<file path="src/rtl/edge_irq_defs.vh">
// Constants for the edge interrupt shaper and DMA base pointer block.
`ifndef EDGE_IRQ_DEFS_VH
`define EDGE_IRQ_DEFS_VH
// Register byte offsets.
`define OFS_EDGE_IRQ_TIMING 12'h340
`define OFS_DMA_BASE_POINTER 12'h344
`define OFS_IRQ_STATUS 12'h348
`define OFS_IRQ_MASK 12'h34C
`define OFS_SHAPER_CTRL 12'h350
// Field positions inside the timing register.
`define GAP_MSB 31
`define GAP_LSB 24
`define HOLD_MSB 15
`define HOLD_LSB 0
// Reset values.
`define HOLD_RESET 16'h000F
`define GAP_RESET 8'h00
`define DMA_BASE_RESET 16'h0000
// Microframe timing: 125 us at 25 MHz.
`define UFRAME_NS 125000
`define CLK_NS 40
`define UFRAME_CYCLES 16'h0C35
// Status bit positions.
`define ST_PULSE 0
`define ST_DROP 1
// Bus responses.
`define RESP_OKAY 2'h0
`define RESP_SLVERR 2'h2
`endif

</file>
<file path="src/rtl/uframe_tick_gen.v">
// Microframe tick divider producing a one-cycle enable every 125 us.
`timescale 1ns/1ps
`default_nettype none
`include "edge_irq_defs.vh"
module uframe_tick_gen #(
	parameter [15:0] TICK_CYCLES = `UFRAME_CYCLES
) (
	input wire clk_sys,
	input wire reset_n,
	output reg tick
);
	reg [15:0] cnt_q; // Cycles elapsed within the current microframe.

	// Count up through the microframe and pulse the tick on wrap.
	always @(posedge clk_sys) begin
		if (!reset_n) begin
			cnt_q <= 16'h0000;
			tick <= 1'b0;
		end else if (cnt_q == TICK_CYCLES - 16'h0001) begin
			cnt_q <= 16'h0000;
			tick <= 1'b1;
		end else begin
			cnt_q <= cnt_q + 16'h0001;
			tick <= 1'b0;
		end
	end
endmodule // uframe_tick_gen
`default_nettype wire

</file>
<file path="src/rtl/edge_irq_shaper.v">
// Edge interrupt pulse shaper with spacing control and DMA base pointer.
// Notes on behaviour
// - Enforce gap microframes between edge pulses.
// - Level mode ignores the spacing gap.
// - Zero gap fires edge pulse immediately.
// - Edge pulse held for hold-count plus one cycles, two cycles at hold count zero.
// - Hold count resets to 000Fh.
// - Timing register at 0340h, gap/hold fields.
// - DMA base address drives DMA start.
// - DMA base at 0344h, write-only, zero reset.
`timescale 1ns/1ps
`default_nettype none
`include "edge_irq_defs.vh"
module edge_irq_shaper #(
	parameter [15:0] TICK_CYCLES = `UFRAME_CYCLES
) (
	input wire clk_sys,
	input wire reset_n,
	// AXI4-Lite write address channel.
	input wire [11:0] s_axi_awaddr,
	input wire s_axi_awvalid,
	output wire s_axi_awready,
	// AXI4-Lite write data channel.
	input wire [31:0] s_axi_wdata,
	input wire [3:0] s_axi_wstrb,
	input wire s_axi_wvalid,
	output wire s_axi_wready,
	// AXI4-Lite write response channel.
	output reg [1:0] s_axi_bresp,
	output reg s_axi_bvalid,
	input wire s_axi_bready,
	// AXI4-Lite read address channel.
	input wire [11:0] s_axi_araddr,
	input wire s_axi_arvalid,
	output wire s_axi_arready,
	// AXI4-Lite read data channel.
	output reg [31:0] s_axi_rdata,
	output reg [1:0] s_axi_rresp,
	output reg s_axi_rvalid,
	input wire s_axi_rready,
	// Interrupt event from the controller core, same clock domain.
	input wire irq_event,
	// Processor interrupt line and the DMA start address.
	output reg irq_line,
	output reg [15:0] dma_start_addr,
	// Summary interrupt of the shaper's own status bits.
	output wire shaper_irq
);
	// Timing register fields.
	reg [7:0] gap_q; // Spacing in microframes.
	reg [15:0] pulse_hold_cycles_q; // Edge pulse hold count.
	// Control register: bit 0 selects level mode, bit 1 inverts polarity.
	reg level_mode_q;
	reg active_high_q;
	// Sticky status and mask.
	reg [1:0] status_q;
	reg [1:0] mask_q;
	// Write channel holding registers.
	reg aw_held_q;
	reg w_held_q;
	reg [11:0] aw_addr_q;
	reg [31:0] w_data_q;
	reg [3:0] w_strb_q;
	// Shaper state.
	reg [16:0] hold_cnt_q; // Cycles remaining of the current pulse.
	reg [7:0] gap_cnt_q; // Microframe ticks since the last pulse began, counted only while spacing blocks.
	reg gap_busy_q; // High while spacing still blocks a new pulse.
	reg pending_q; // An event waits for the spacing to expire or the live pulse to end.
	reg pulsing_q; // Edge pulse is currently asserted.
	wire tick; // Microframe enable.
	wire wr_fire;
	wire [31:0] wmask;
	wire start_pulse;
	wire ev_any;
	wire set_pulse_st;
	wire set_drop_st;
	wire irq_active;
	integer i;

	// Microframe divider providing the spacing time base.
	uframe_tick_gen #(
		.TICK_CYCLES(TICK_CYCLES)
	) u_tick (
		.clk_sys(clk_sys),
		.reset_n(reset_n),
		.tick(tick)
	);

	// Accept each write channel independently, one write at a time.
	assign s_axi_awready = !aw_held_q && !s_axi_bvalid;
	assign s_axi_wready = !w_held_q && !s_axi_bvalid;
	assign wr_fire = aw_held_q && w_held_q;
	assign s_axi_arready = !s_axi_rvalid;

	// Expand byte strobes into a bit mask.
	genvar gb;
	generate
		for (gb = 0; gb < 4; gb = gb + 1) begin : g_strb
			assign wmask[gb*8 +: 8] = {8{w_strb_q[gb]}};
		end
	endgenerate

	// Capture address and data as they arrive, in either order.
	always @(posedge clk_sys) begin
		if (!reset_n) begin
			aw_held_q <= 1'b0;
			w_held_q <= 1'b0;
			aw_addr_q <= 12'h000;
			w_data_q <= 32'h00000000;
			w_strb_q <= 4'h0;
		end else begin
			if (s_axi_awvalid && s_axi_awready) begin
				aw_held_q <= 1'b1;
				aw_addr_q <= s_axi_awaddr;
			end else if (wr_fire) begin
				aw_held_q <= 1'b0;
			end
			if (s_axi_wvalid && s_axi_wready) begin
				w_held_q <= 1'b1;
				w_data_q <= s_axi_wdata;
				w_strb_q <= s_axi_wstrb;
			end else if (wr_fire) begin
				w_held_q <= 1'b0;
			end
		end
	end

	// Write response follows once both halves have been used.
	always @(posedge clk_sys) begin
		if (!reset_n) begin
			s_axi_bvalid <= 1'b0;
			s_axi_bresp <= `RESP_OKAY;
		end else if (wr_fire) begin
			s_axi_bvalid <= 1'b1;
			case (aw_addr_q)
				`OFS_EDGE_IRQ_TIMING, `OFS_DMA_BASE_POINTER, `OFS_IRQ_STATUS,
				`OFS_IRQ_MASK, `OFS_SHAPER_CTRL: begin
					s_axi_bresp <= `RESP_OKAY;
				end
				default: begin
					s_axi_bresp <= `RESP_SLVERR;
				end
			endcase
		end else if (s_axi_bready) begin
			s_axi_bvalid <= 1'b0;
		end
	end

	// Register writes; reserved bits are dropped, software keeps them zero.
	always @(posedge clk_sys) begin
		if (!reset_n) begin
			gap_q <= `GAP_RESET;
			pulse_hold_cycles_q <= `HOLD_RESET;
			dma_start_addr <= `DMA_BASE_RESET;
			mask_q <= 2'h0;
			level_mode_q <= 1'b0;
			active_high_q <= 1'b0;
		end else if (wr_fire) begin
			case (aw_addr_q)
				`OFS_EDGE_IRQ_TIMING: begin
					// Gap in bits 31..24, hold count in bits 15..0.
					gap_q <= (gap_q & ~wmask[`GAP_MSB:`GAP_LSB])
						| (w_data_q[`GAP_MSB:`GAP_LSB] & wmask[`GAP_MSB:`GAP_LSB]);
					pulse_hold_cycles_q <= (pulse_hold_cycles_q & ~wmask[15:0])
						| (w_data_q[`HOLD_MSB:`HOLD_LSB] & wmask[15:0]);
				end
				`OFS_DMA_BASE_POINTER: begin
					// Write-only start address used for DMA reads and writes.
					dma_start_addr <= (dma_start_addr & ~wmask[15:0])
						| (w_data_q[15:0] & wmask[15:0]);
				end
				`OFS_IRQ_MASK: begin
					if (w_strb_q[0]) begin
						mask_q <= w_data_q[1:0];
					end
				end
				`OFS_SHAPER_CTRL: begin
					if (w_strb_q[0]) begin
						level_mode_q <= w_data_q[0];
						active_high_q <= w_data_q[1];
					end
				end
				default: begin
					// Unmapped, or status (cleared in its own block): nothing stored.
				end
			endcase
		end
	end

	// Read channel: one beat, answered the cycle after the address is taken.
	always @(posedge clk_sys) begin
		if (!reset_n) begin
			s_axi_rvalid <= 1'b0;
			s_axi_rdata <= 32'h00000000;
			s_axi_rresp <= `RESP_OKAY;
		end else if (s_axi_arvalid && s_axi_arready) begin
			s_axi_rvalid <= 1'b1;
			s_axi_rresp <= `RESP_OKAY;
			case (s_axi_araddr)
				`OFS_EDGE_IRQ_TIMING: begin
					s_axi_rdata <= {gap_q, 8'h00, pulse_hold_cycles_q};
				end
				`OFS_DMA_BASE_POINTER: begin
					s_axi_rdata <= 32'h00000000; // Write-only, reads zero.
				end
				`OFS_IRQ_STATUS: begin
					s_axi_rdata <= {30'h00000000, status_q};
				end
				`OFS_IRQ_MASK: begin
					s_axi_rdata <= {30'h00000000, mask_q};
				end
				`OFS_SHAPER_CTRL: begin
					s_axi_rdata <= {23'h000000, gap_busy_q, pulsing_q, pending_q,
						4'h0, active_high_q, level_mode_q};
				end
				default: begin
					s_axi_rdata <= 32'h00000000;
					s_axi_rresp <= `RESP_SLVERR;
				end
			endcase
		end else if (s_axi_rready) begin
			s_axi_rvalid <= 1'b0;
		end
	end

	// In edge mode a pulse starts when an event or a waiting event meets an open gap and no pulse is live.
	assign ev_any = irq_event || pending_q;
	assign start_pulse = !level_mode_q && ev_any && !pulsing_q
		&& (!gap_busy_q || gap_q == 8'h00);

	// Edge pulse timing and spacing counter.
	always @(posedge clk_sys) begin
		if (!reset_n) begin
			hold_cnt_q <= 17'h00000;
			pulsing_q <= 1'b0;
			pending_q <= 1'b0;
			gap_cnt_q <= 8'h00;
			gap_busy_q <= 1'b0;
		end else begin
			if (level_mode_q) begin
				// Level mode: no pulse shaping and no spacing.
				pending_q <= 1'b0;
				pulsing_q <= 1'b0;
				gap_busy_q <= 1'b0;
			end else if (start_pulse) begin
				// Hold count N of 1 or more asserts the pulse N+1 cycles; N of 0 asserts it 2 cycles.
				hold_cnt_q <= {1'b0, pulse_hold_cycles_q};
				pulsing_q <= 1'b1;
				pending_q <= 1'b0;
				gap_cnt_q <= 8'h00; // Spacing measured from pulse start.
				gap_busy_q <= (gap_q != 8'h00);
			end else begin
				if (irq_event) begin
					pending_q <= 1'b1; // Held back by spacing or a live pulse.
				end
				if (pulsing_q) begin
					// The start cycle already drove the line, so stop one count early.
					if (hold_cnt_q <= 17'h00001) begin
						pulsing_q <= 1'b0;
					end else begin
						hold_cnt_q <= hold_cnt_q - 17'h00001;
					end
				end
				if (gap_busy_q && tick) begin
					// Advance one per microframe; release at the programmed gap.
					if (gap_cnt_q + 8'h01 >= gap_q) begin
						gap_busy_q <= 1'b0;
					end
					gap_cnt_q <= gap_cnt_q + 8'h01;
				end
			end
		end
	end

	// Processor interrupt line, registered, polarity selectable.
	assign irq_active = level_mode_q ? irq_event : (pulsing_q || start_pulse);
	always @(posedge clk_sys) begin
		if (!reset_n) begin
			irq_line <= 1'b1;
		end else begin
			irq_line <= active_high_q ? irq_active : !irq_active;
		end
	end

	// Sticky status: pulse issued, and event held back by spacing or a live pulse.
	assign set_pulse_st = start_pulse;
	assign set_drop_st = irq_event && !start_pulse && !level_mode_q;
	always @(posedge clk_sys) begin
		if (!reset_n) begin
			status_q <= 2'h0;
		end else begin
			for (i = 0; i < 2; i = i + 1) begin
				if (wr_fire && aw_addr_q == `OFS_IRQ_STATUS && w_strb_q[0]
					&& w_data_q[i]) begin
					status_q[i] <= 1'b0;
				end
				// Set wins over a simultaneous clear.
				if ((i == `ST_PULSE && set_pulse_st) || (i == `ST_DROP && set_drop_st)) begin
					status_q[i] <= 1'b1;
				end
			end
		end
	end

	assign shaper_irq = |(status_q & mask_q);
endmodule // edge_irq_shaper
`default_nettype wire

</file>
<file path="config.mk">
export PLATFORM = sky130hd
export DESIGN_NAME = edge_irq_shaper
export DESIGN_NICKNAME = d
export VERILOG_FILES = /design/src/rtl/uframe_tick_gen.v /design/src/rtl/edge_irq_shaper.v
export VERILOG_INCLUDE_DIRS = /design/src /design/src/rtl
export SDC_FILE = /design/constraint.sdc
export NUM_CORES = 1
export LEC_CHECK = 0
export ABC_AREA = 1
export BUFFER_PORTS_ARGS = -buffer_cell sky130_fd_sc_hd__buf_2
export CORE_ASPECT_RATIO = 2
export CORE_MARGIN = 2
export CORE_UTILIZATION = 61
export CTS_BUF_LIST = sky130_fd_sc_hd__clkbuf_16
export DETAILED_ROUTE_END_ITERATION = 8
export PLACE_DENSITY = 0.95
export SLEW_MARGIN = 10
export SYNTH_ARGS = -nofsm -noshare
export SYNTH_HDL_FRONTEND = slang
export SYNTH_SLANG_ARGS = --single-unit
</file>
<file path="constraint.sdc">
create_clock -name clk_sys -period 4.7 [get_ports clk_sys]
set_input_delay 1.41 -clock clk_sys [delete_from_list [all_inputs] [get_ports clk_sys]]
set_output_delay 1.41 -clock clk_sys [all_outputs]
set_load 0.005 [all_outputs]
</file>
==> summary.txt <==
Die height: 161 um
Remaining DRCs: 0
CTS tree: done
GRT Max-Usage Layer: met2
Worst rel slew slack: 42.1%
Worst slew pin tran: 0.866 ns
Hold Slack: 0.450 ns
Cell chain of the critical path: buf_2, nand2_1, buf_4, clkinv_1, nand3_1, a21oi_1
Multiplexer area fraction after synthesis: 0%
# rows: 57
Grt met3 use: 6.74%
Seq/Total Area, Yosys: 43.1%
DR vias: 7236
Setup Skew: 0.00950 ns
Final worst path period need: 2.81 ns
IO buf count: 107
Hold_buf cts: 0
Initial Util: 62.1%
Fill cells: 887
Layout Nets: 1205
Starting DRT DRC Count: 525
HP Class: flop to flop
Crit path arrival time: 3.12 ns
TritonCTS buffer count: 17
Antenna violations before repair: 0
Synthesized instance count: 1033
Leakage: 3.78 nW
Crit. End Element: flop
Synth Area in Adders: 2.17%
PD cells: 398 nW/um^2
CTS sink count: 161
Fin area: 8570 um^2
Crit Path Max Fanout: 27
Largest net degree at the start of global routing: 73
Die area: 13200 um^2
Final wirelength: 19300 um
Met2 usage: 53.8%
Share of cells above drive strength 1: 17.0%
Clk slew on worst S/H paths: 0.07 ns
Clk root buf: clkbuf_16
Final Cycle Share: 59.7%
Compound-Gate Fraction of Synth Area: 16.1%
CP max stage delay: 0.74 ns
Netlist Area Pre-Place: 7480 um^2
Crit path launch type: input port
Post-CTS Setup Repair Bufs: 0
Status: completed
Main combinational cell family by area after synthesis: simple AND/OR/NAND/NOR gates
Vias in the first global route: 6968
Cts repair resizes: 0
Global Route Usage Sum: 30.5%
ANT nets after route: 0
Simple-gate portion of the synthesized area: 28.3%
Area Overhead vs Synth: 14.5%
Count of different cell masters after synthesis: 43
WS Path Type: input port to flop
Synth Flop Type: dfxtp_1
Global-route wire length before repair: 31100 um
First-pass DRT Iterations: 6
XOR/XNOR share of the synthesized area: 1.29%
Final GP Congestion: 0.968
FFs w/ async S/R, synth: 0%
Buf+Inv Stages, Crit Path: 3
Final hold vios: 0
RSZ-0062 raised after global routing: false
Core Area: 12100 um^2
Cell with the largest stage delay on the worst path: clkinv_1
Avg Inst Size Synth: 7.25 um^2
Io pins: 127
N_diodes: 0
Clk_lat worst skew: 0.43 ns
Fin. max-slew vios: 0
Bufs on Longest Clock Path: 2
Vias/cell: 5.64
DP Area: 8000 um^2
Fmax: 356 MHz
WL per Instance: 15.1 um
Max Cap Viol: 0
Grt met1 use: 31.3%
R2R setup slack: 2.44 ns
Setup TNS: 0 ns
Yosys reg bits: 161
Peak supply drop: 0.298 mV
CP delay by family, top: buffers and inverters
DIE WIDTH: 82.3 um
Synth Warn #: 0
Htree depth: 4
Global route overflow: 0
Hpwl dp: 13300 um
Req. time, crit path: 5.01 ns
Post-synth EDFFs: 0
Final setup viols: 0
-- routing by layer --
metal | share of wire [%] | up-vias
met4 | 5.7 | 0
met5 | 0 | -
li1 | - | 3537
met3 | 5.2 | 91
met1 | 36 | 3315
met2 | 53 | 293
-- worst reg2reg max path, stage by stage (launching register included) --
cell and delay, ns:
dfxtp_1 0.31, nor2_1 0.11, nand3_1 0.10, nor2_1 0.62
nand2_1 0.23, nor3_1 0.42, o21ai_0 0.19, a21oi_1 0.20
-- path summary, 6_finish.rpt --
kind | endpoint | depth (start not counted) | from
worst min-delay path | flop | 2 | flop
worst max register to register | mask_q[1]$_SDFFE_PN0P_ | 7 | aw_addr_q[10]$_SDFFE_PN0P_
worst max-delay path | s_axi_rdata[27]$_SDFFE_PN0P_ | 6 | s_axi_arvalid
worst min register to register | flop | 2 | flop
-- cells in the final DEF, fill, tap and decap left out, types with 4 or more instances in the layout --
cell type / count
clkbuf_16: 17
nand3b_1: 5
inv_1: 97
inv_2: 5
dfxtp_1: 161
conb_1: 10
nor3_4: 6
o21ai_1: 13
a21oi_1: 111
o21ai_0: 92
inv_8: 4
buf_2: 107
nand3_2: 5
inv_6: 5
nand2_1: 181
nand2_2: 7
a21oi_2: 4
nand3_1: 70
ha_1: 13
nor2_2: 11
xor2_1: 9
nand4_1: 11
nor2_1: 146
nor3_1: 4
buf_4: 5
-- logic make-up after synthesis --
| logic type | count (synthesis) |
|---|---|
| DFF | 161 |
| AOI/OAI and AO/OA | 231 |
| buffers and inverters | 153 |
| other | 1 |
| adders and majority gates | 13 |
| xor gates and xnor gates | 11 |
| and+or+nand+nor | 463 |
-- per-stage QoR --
| step | std cells | util, % | power (mW) | setup slack (ns) |
|---|---|---|---|---|
| global route | 1284 | 71.1 | 3.55 | 1.70 |
| finish | 1284 | 71.1 | 3.41 | 1.89 |
| global placement | 1252 | 66.3 | 2.06 | 1.55 |
| CTS | 1284 | 71.1 | 3.41 | 1.92 |
| detailed placement | 1252 | 66.3 | 2.08 | 1.49 |
| floorplan | 1042 | - | 1.95 | 2.27 |
-- cell usage after synthesis, types with 4 or more instances --
cell type,n,share of area [%]
nand2_1,181,9.1
dfxtp_1,161,43
nor2_1,146,7.3
a21oi_1,111,7.4
inv_1,97,4.9
o21ai_0,92,6.2
nand3_1,70,4.7
clkbuf_1,19,0.95
ha_1,13,2.2
o21ai_1,13,0.87
buf_4,12,1.2
nand4_1,11,0.92
nor2_2,11,0.92
xor2_1,9,1.1
buf_2,8,0.53
nand2_2,7,0.59
nor3_4,6,1.3
buf_1,5,0.25
inv_2,5,0.25
nand3_2,5,0.67
nand3b_1,5,0.50
a21oi_2,4,0.47
buf_6,4,0.60
nor3_1,4,0.27
-- layout make-up --
type,instances,area [um^2],share of cell area [%]
Inverter,104,390,4.56
Tap cell,147,184,2.15
Multi-Input combinational cell,728,3620,42.3
Timing Repair Buffer,112,573,6.69
Clock inverter,15,146,1.71
Sequential cell,161,3220,37.6
Clock buffer,17,425,4.97
-- power breakdown --
group	switching [mW]	leakage (nW)	internal, mW
logic	0.380	2.19	0.184
clock network	0.638	0.280	0.705
registers	0.0661	1.31	1.44
total	1.08	3.78	2.33
Power figures use the tool's default switching activity.
